==> config.mk <==
export PLATFORM = sky130hd
export DESIGN_NAME = hpp_port
export DESIGN_NICKNAME = d
export VERILOG_FILES = /design/src/rtl/hpp_port.v /design/src/rtl/hpp_sync.v /design/src/rtl/hpp_addr_latch.v
export VERILOG_INCLUDE_DIRS = /design/src /design/src/rtl
export SDC_FILE = /design/constraint.sdc
export NUM_CORES = 1
export LEC_CHECK = 0
export CAP_MARGIN = 30
export CORE_MARGIN = 2
export CORE_UTILIZATION = 33
export DETAILED_ROUTE_END_ITERATION = 10
export DONT_BUFFER_PORTS = 1
export HOLD_SLACK_MARGIN = 0.03
export PLACE_DENSITY_LB_ADDON = 0.12
export SYNTH_ARGS = -nofsm -noshare
export SYNTH_HDL_FRONTEND = slang
export SYNTH_HIERARCHICAL = 1
export SYNTH_SLANG_ARGS = --single-unit
==> constraint.sdc <==
create_clock -name clock -period 2.45 [get_ports clock]
set_clock_uncertainty 0.15 [all_clocks]
set_input_delay 0.6125 -clock clock [delete_from_list [all_inputs] [get_ports clock]]
set_output_delay 0.6125 -clock clock [all_outputs]
set_load 0.01 [all_outputs]
==> src/rtl/hpp_regs.vh <==
`ifndef HPP_REGS_VH
`define HPP_REGS_VH
`define HPP_MODE_W 3
`define HPP_MODE_STROBE 3'h4
`define HPP_MODE_PLAIN 3'h1
`define HPP_MODE_MUX 3'h2
`define HPP_MODE_BIT_MUX 1
`define HPP_MODE_BIT_STROBE 2
`define HPP_PIN_LOW 1'b0
`define HPP_PIN_HIGH 1'b1
`define HPP_STRAP_STROBE 2'h3
`define HPP_STRAP_PLAIN 2'h0
`define HPP_ADDR_W 4
`define HPP_DATA_W 8
`define HPP_IRQ_W 8
`define HPP_MUX_ADDR_LSB 1
`define HPP_ST_IDLE 3'h1
`define HPP_ST_ACC 3'h2
`define HPP_ST_END 3'h4
`endif

==> src/rtl/hpp_port.v <==
`include "hpp_regs.vh"
// host parallel port: pin side toward the host, register side toward the core
module hpp_port (
  input wire clock,
  input wire rst,
  input wire hard_clear_in,
  input wire low_addr_or_latch,
  input wire addr_bit1,
  input wire addr_bit2,
  input wire addr_bit3,
  input wire [`HPP_DATA_W-1:0] shared_bus_in,
  output reg [`HPP_DATA_W-1:0] shared_bus_out,
  output reg shared_bus_oe_n,
  input wire rd_strobe_n,
  input wire wr_strobe_n,
  input wire chip_sel_n,
  output reg irq_out,
  output reg irq_oe_n,
  input wire [`HPP_IRQ_W-1:0] irq_pending,
  output reg [`HPP_ADDR_W-1:0] reg_addr,
  output reg [`HPP_DATA_W-1:0] reg_wdata,
  output reg reg_wr,
  output reg reg_rd,
  input wire [`HPP_DATA_W-1:0] reg_rdata,
  output reg [`HPP_MODE_W-1:0] bus_mode,
  output reg in_reset
);
  // in strobe mode rd_strobe_n is the data strobe, wr_strobe_n the direction
  localparam ST_IDLE = `HPP_ST_IDLE;
  localparam ST_ACC = `HPP_ST_ACC;
  localparam ST_END = `HPP_ST_END;

  wire clr_s, a0_s, a1_s, a2_s, a3_s, rd_s, wr_s, cs_s;
  wire [`HPP_DATA_W-1:0] bus_s;
  wire [`HPP_ADDR_W-1:0] mux_addr;
  reg [2:0] state;
  reg [2:0] next_state;
  reg ds_prev;
  reg is_read;
  reg access_on;
  reg access_read;
  reg [`HPP_ADDR_W-1:0] plain_addr;
  reg [1:0] strap;
  reg [`HPP_MODE_W-1:0] next_bus_mode;
  reg access_end;
  // helpers derived from the mode and the synced pins
  wire mode_mux;
  wire mode_strobe;
  wire ds_rise;
  wire [`HPP_ADDR_W-1:0] sel_addr;

  // every pin passes two flops before use
  // the clear pin ignores rst, so it alone can hold the core in reset
  hpp_sync #(
    .RST_VAL(`HPP_PIN_LOW)
  ) u_clr (
    .clock(clock),
    .rst(1'b0),
    .din(hard_clear_in),
    .dout(clr_s)
  );

  // address and strap pins rest low
  hpp_sync #(
    .RST_VAL(`HPP_PIN_LOW)
  ) u_a0 (
    .clock(clock),
    .rst(rst),
    .din(low_addr_or_latch),
    .dout(a0_s)
  );
  hpp_sync #(
    .RST_VAL(`HPP_PIN_LOW)
  ) u_a1 (
    .clock(clock),
    .rst(rst),
    .din(addr_bit1),
    .dout(a1_s)
  );
  hpp_sync #(
    .RST_VAL(`HPP_PIN_LOW)
  ) u_a2 (
    .clock(clock),
    .rst(rst),
    .din(addr_bit2),
    .dout(a2_s)
  );
  hpp_sync #(
    .RST_VAL(`HPP_PIN_LOW)
  ) u_a3 (
    .clock(clock),
    .rst(rst),
    .din(addr_bit3),
    .dout(a3_s)
  );

  // strobes and select rest high, so a reset never looks like an access
  hpp_sync #(
    .RST_VAL(`HPP_PIN_HIGH)
  ) u_rd (
    .clock(clock),
    .rst(rst),
    .din(rd_strobe_n),
    .dout(rd_s)
  );
  hpp_sync #(
    .RST_VAL(`HPP_PIN_HIGH)
  ) u_wr (
    .clock(clock),
    .rst(rst),
    .din(wr_strobe_n),
    .dout(wr_s)
  );
  hpp_sync #(
    .RST_VAL(`HPP_PIN_HIGH)
  ) u_cs (
    .clock(clock),
    .rst(rst),
    .din(chip_sel_n),
    .dout(cs_s)
  );

  // data bits synchronised in a loop of the same cell
  genvar gi;
  generate
    for (gi = 0; gi < `HPP_DATA_W; gi = gi + 1) begin : g_bus
      hpp_sync #(
        .RST_VAL(`HPP_PIN_LOW)
      ) u_b (
        .clock(clock),
        .rst(rst),
        .din(shared_bus_in[gi]),
        .dout(bus_s[gi])
      );
    end
  endgenerate

  // address phase; lowest bit is zero, so the index starts one bit up
  hpp_addr_latch u_latch (
    .clock(clock),
    .rst(rst | in_reset),
    .latch_en(a0_s & mode_mux),
    .bus_addr(bus_s[`HPP_MUX_ADDR_LSB +: `HPP_ADDR_W]),
    .addr(mux_addr)
  );

  // internal reset while the clear pin is high
  always @(posedge clock) begin
    if (rst) begin
      in_reset <= 1'b1;
    end else begin
      in_reset <= clr_s;
    end
  end

  // keep tracking the strap pins during reset, freeze after release
  always @(posedge clock) begin
    if (rst) begin
      strap <= `HPP_STRAP_PLAIN;
    end else if (in_reset) begin
      strap <= {a1_s, a0_s};
    end
  end

  always @* begin
    if (strap == `HPP_STRAP_STROBE) begin
      next_bus_mode = `HPP_MODE_STROBE;
    end else if (strap == `HPP_STRAP_PLAIN) begin
      next_bus_mode = `HPP_MODE_PLAIN;
    end else begin
      // either mixed pattern means the multiplexed bus
      next_bus_mode = `HPP_MODE_MUX;
    end
  end

  // mode register; the strap freezes when the clear ends, so this settles one edge later
  always @(posedge clock) begin
    if (rst) begin
      bus_mode <= `HPP_MODE_PLAIN;
    end else begin
      bus_mode <= next_bus_mode;
    end
  end

  // in plain mode the address lines give the register address
  always @* begin
    plain_addr = {a3_s, a2_s, a1_s, a0_s};
  end

  // mode flags picked out of the one-hot code
  assign mode_mux = bus_mode[`HPP_MODE_BIT_MUX];
  assign mode_strobe = bus_mode[`HPP_MODE_BIT_STROBE];

  // multiplexed address from the latch, plain from the pins
  assign sel_addr = mode_mux ? mux_addr : plain_addr;

  // rise of the data strobe, seen after the synchroniser
  assign ds_rise = rd_s && !ds_prev;

  // end of an access: strobe rise in strobe mode, strobe release otherwise
  always @* begin
    access_end = 1'b0;
    if (mode_strobe) begin
      access_end = ds_rise;
    end else begin
      access_end = !access_on;
    end
  end

  // access qualification per mode
  always @* begin
    access_on = 1'b0;
    access_read = 1'b0;
    if (!cs_s && !in_reset && !mode_strobe) begin
      // read strobe low; write strobe low
      access_on = !rd_s || !wr_s;
      access_read = !rd_s;
    end else if (!cs_s && !in_reset) begin
      access_on = !rd_s;
      access_read = wr_s;
    end
  end

  // access sequencer
  always @* begin
    next_state = state;
    case (state)
      ST_IDLE: begin
        if (access_on) begin
          next_state = ST_ACC;
        end
      end
      ST_ACC: begin
        // data strobe rise (or strobe release) closes the access
        if (access_end) begin
          next_state = ST_END;
        end
      end
      ST_END: begin
        next_state = ST_IDLE;
      end
      default: begin
        next_state = ST_IDLE;
      end
    endcase
  end

  // state register and core-side strobes
  always @(posedge clock) begin
    if (rst || in_reset) begin
      state <= ST_IDLE;
      ds_prev <= `HPP_PIN_HIGH;
      is_read <= 1'b0;
      reg_addr <= {`HPP_ADDR_W{1'b0}};
      reg_wdata <= {`HPP_DATA_W{1'b0}};
      reg_wr <= 1'b0;
      reg_rd <= 1'b0;
    end else begin
      state <= next_state;
      ds_prev <= rd_s;
      reg_wr <= 1'b0;
      reg_rd <= 1'b0;
      if (state == ST_IDLE && access_on) begin
        is_read <= access_read;
        reg_addr <= sel_addr;
        reg_rd <= access_read;
      end
      // write data taken at the end of the strobe, when the host has it stable
      if (state == ST_ACC && next_state == ST_END && !is_read) begin
        reg_wdata <= bus_s;
        reg_wr <= 1'b1;
      end
    end
  end

  // drive the bus only during a read access
  always @(posedge clock) begin
    if (rst || in_reset) begin
      shared_bus_out <= {`HPP_DATA_W{1'b0}};
      shared_bus_oe_n <= 1'b1;
    end else if (state == ST_ACC && is_read && access_on) begin
      shared_bus_out <= reg_rdata;
      shared_bus_oe_n <= 1'b0;
    end else begin
      // the output register keeps the last read value; only the enable decides the pins
      shared_bus_oe_n <= 1'b1;
    end
  end

  // outside reset, pull low while any request pends; level until all cleared
  always @(posedge clock) begin
    if (rst || in_reset) begin
      irq_oe_n <= 1'b1;
    end else begin
      // the core owns the flags; the port only mirrors whether any is set
      irq_oe_n <= ~(|irq_pending);
    end
  end

  // open drain, the driven level is always low
  always @(posedge clock) begin
    irq_out <= 1'b0;
  end
endmodule // hpp_port

==> src/rtl/hpp_sync.v <==
// two-stage synchroniser; first stage feeds only the second
module hpp_sync #(
  parameter RST_VAL = 1'b1
) (
  input wire clock,
  input wire rst,
  input wire din,
  output reg dout
);
  reg meta;

  // plain double flop, reset to the idle level of the pin
  always @(posedge clock) begin
    if (rst) begin
      meta <= RST_VAL;
      dout <= RST_VAL;
    end else begin
      meta <= din;
      dout <= meta;
    end
  end
endmodule // hpp_sync

==> src/rtl/hpp_addr_latch.v <==
`include "hpp_regs.vh"
// address latch for the multiplexed mode
module hpp_addr_latch (
  input wire clock,
  input wire rst,
  input wire latch_en,
  input wire [`HPP_ADDR_W-1:0] bus_addr,
  output wire [`HPP_ADDR_W-1:0] addr
);
  reg [`HPP_ADDR_W-1:0] held;

  always @(posedge clock) begin
    if (rst) begin
      held <= {`HPP_ADDR_W{1'b0}};
    end else if (latch_en) begin
      held <= bus_addr;
    end
  end

  assign addr = latch_en ? bus_addr : held;
endmodule // hpp_addr_latch

==> metrics <==
status=complete, no violations; # port buffers=0; crit-path max FO=8; die area=8217 sq um; Cell Area, Synth=2477 sq um; Total Power=0.002313 W; Max-cap violations=0; CTS root buf=clkbuf_8; Via density=4.542; Die Wd=90.65 microns; Initial Util=34.16%; commonest non-fill, non-tap cell in the layout=dfxtp_1; flop2flop setup slack=0.50 ns; Synth top area share=57.37%; Setup crit end kind=register; hold path cells=1; fin crit period=1.950 ns; Final Hold Fails=0; Clock Latency Late Sink=0.34 ns; H-tree levels=3; hold_buf cts=0; worst min-delay path endpoint=bus_mode[2]$_SDFF_PP0_; 1st-pass router iterations=6; final setup vio count=0; Crit path required time=2.57 ns; DP Wirelength=3171 microns; Clock Tree Buf Depth=2; Boundary Pins=63; highest clock rate=0.5128 GHz; Critical Path AT=2.07 ns; nets@finish=273; layout cells sized above 1=12.70%; via count=1558; Leakage Power=1.005 nW; r2r endpoint=reg_wdata[7]$_SDFFE_PP0P_; Reg2Reg Launch Point=is_read$_SDFFE_PP0P_; Worst Setup SP=is_read$_SDFFE_PP0P_; initial antenna violation count=0; DRC=0; Most used DFF post-synth=dfxtp_1; clock sink count=71; DRC marker count from the first detailed-route iteration=61; Crit Path Category=register to register; Final Max Tran Viols=0; Yosys reg bits=71; reg2reg path depth=3; WL final=4839 microns; register area share after synthesis=57.37%; top post-synthesis cells by area=dfxtp_1, nor2b_1, mux2i_1; CTS tree=yes; gr usage total=12.52%; type of the most critical hold path=input pin to register; PD cells=823.6 nW/um^2; Max IR drop VDD=0.2558 mV; Period Utilization, post-route=79.60%; antenna fix cells=0; Post-CTS Repair Setup Buffers=0; first-pass GRT wire length=7831 microns; Synth async-reset ratio=0%; vias in the first global route=1502; CTS resizes=0; Congestion Overflow GR=0; Row Count=31; Synth cell types=39; synthesized area per cell=10.63 sq um; Setup TNS=0 ns; warning count from the yosys run=6; Slew headroom=55.40%; clk slew on worst S/H paths=0.08 ns; RSZ-0062 raised after global routing=false; hold_sp=rst; post-synth top area cell=dfxtp_1; largest net degree at the start of global routing=41; core footprint=7253 sq um; Post-synth EDFFs=0; crit start category=register; most frequent cells in the layout=dfxtp_1, nor2b_1, nand2_1; slew of the pin with the lowest slew margin=0.6646 ns; area grow syn2layout=13.38%; synthesized instance count=233; CTS Buf Count=9; DIE HEIGHT=90.65 microns; RePlAce Congestion=0.7966; Antenna Nets Post-Route=0; drt wl/cell=14.11 microns
[stage by stage]
stage | setup WS, ns | instances | utilization, % | cell area [sq um] | hold slack (ns)
global route | 0.3502 | 343 | 38.73 | 2809 | 0.1645
detailed placement | 0.5039 | 327 | 35.64 | 2585 | 0.2430
floorplan | 0.5893 | 235 | - | 2485 | 0.2354
CTS | 0.4706 | 343 | 38.73 | 2809 | 0.1604
finish | 0.4999 | 343 | 38.73 | 2809 | 0.1854
global placement | 0.5264 | 327 | 35.64 | 2585 | 0.2418
[how the worst max path moves through the flow]
stage	endpoint	cells after the start	slack [ns]
2_1_floorplan	reg_wdata[7]$_SDFFE_PP0P_	6	0.59
3_3_place_gp	reg_wdata[4]$_SDFFE_PP0P_	3	0.53
3_5_place_dp	reg_wdata[6]$_SDFFE_PP0P_	3	0.50
4_1_cts	reg_wdata[3]$_SDFFE_PP0P_	3	0.47
5_1_grt	reg_wdata[2]$_SDFFE_PP0P_	3	0.35
6_report	reg_wdata[7]$_SDFFE_PP0P_	3	0.50
[sequential cells by signal, summed over array words and instances (netlist names), 2 cells and up]
register        cells
bus_mode            3
g_bus.u_b/dout      8
g_bus.u_b/meta      8
reg_addr            4
reg_wdata           8
shared_bus_out      8
state               3
strap               2
u_latch/held        4
[logic make-up (layout without fill, tap and decap cells)]
family	after synthesis	after routing	synth area share (%)
compound gates	28	28	7.930
xor+xnor	1	1	0.3536
buf+inv	13	22	2.727
flops	71	71	57.37
mux	22	22	9.293
other cells	1	3	0.1514
simple gates	97	97	22.17
[cell type report]
type                    count  area (sq um)
clock inverters             3         65.06
well taps                  99         123.9
repair buffers              5         37.54
fillers                   731          4444
clock buffers              13         158.9
multi-input cells         151         998.5
flip-flops and latches     71          1421
inverters                   1         3.754
[cell usage after synthesis (2+ instances only)]
library cell and count:
buf_6 2, or2_1 7, nand2b_1 3, o31ai_1 8, nand2_1 25, or3_1 3
or4_1 2, buf_1 3, dfxtp_1 71, o41ai_1 2, mux2i_1 14, mux2_2 8
a21oi_1 10, nand4_1 9, clkbuf_1 6, nor2_1 8, nor2b_1 30
[critical path, cell delays in order, from the launching register on]
cell and delay, ns:
dfxtp_1 0.34, or4b_1 0.58, a211oi_4 0.56, mux2i_1 0.24
[power by group]
part / leakage [nW] / internal (W) / switching, W
combinational: 0.312 / 0.0000273 / 0.0000357
sequential: 0.580 / 0.00118 / 0.0000124
clock: 0.114 / 0.000629 / 0.000427
total: 1.01 / 0.00184 / 0.000475
[per-layer routing]
layer	vias to the layer above	track usage (%)	wire length (microns)
met1	689	15.04	2247
li1	802	-	-
met4	0	8.462	121
met5	-	0	0
met2	58	18.10	2051
met3	9	5.259	419
Power figures use the tool's default switching activity.
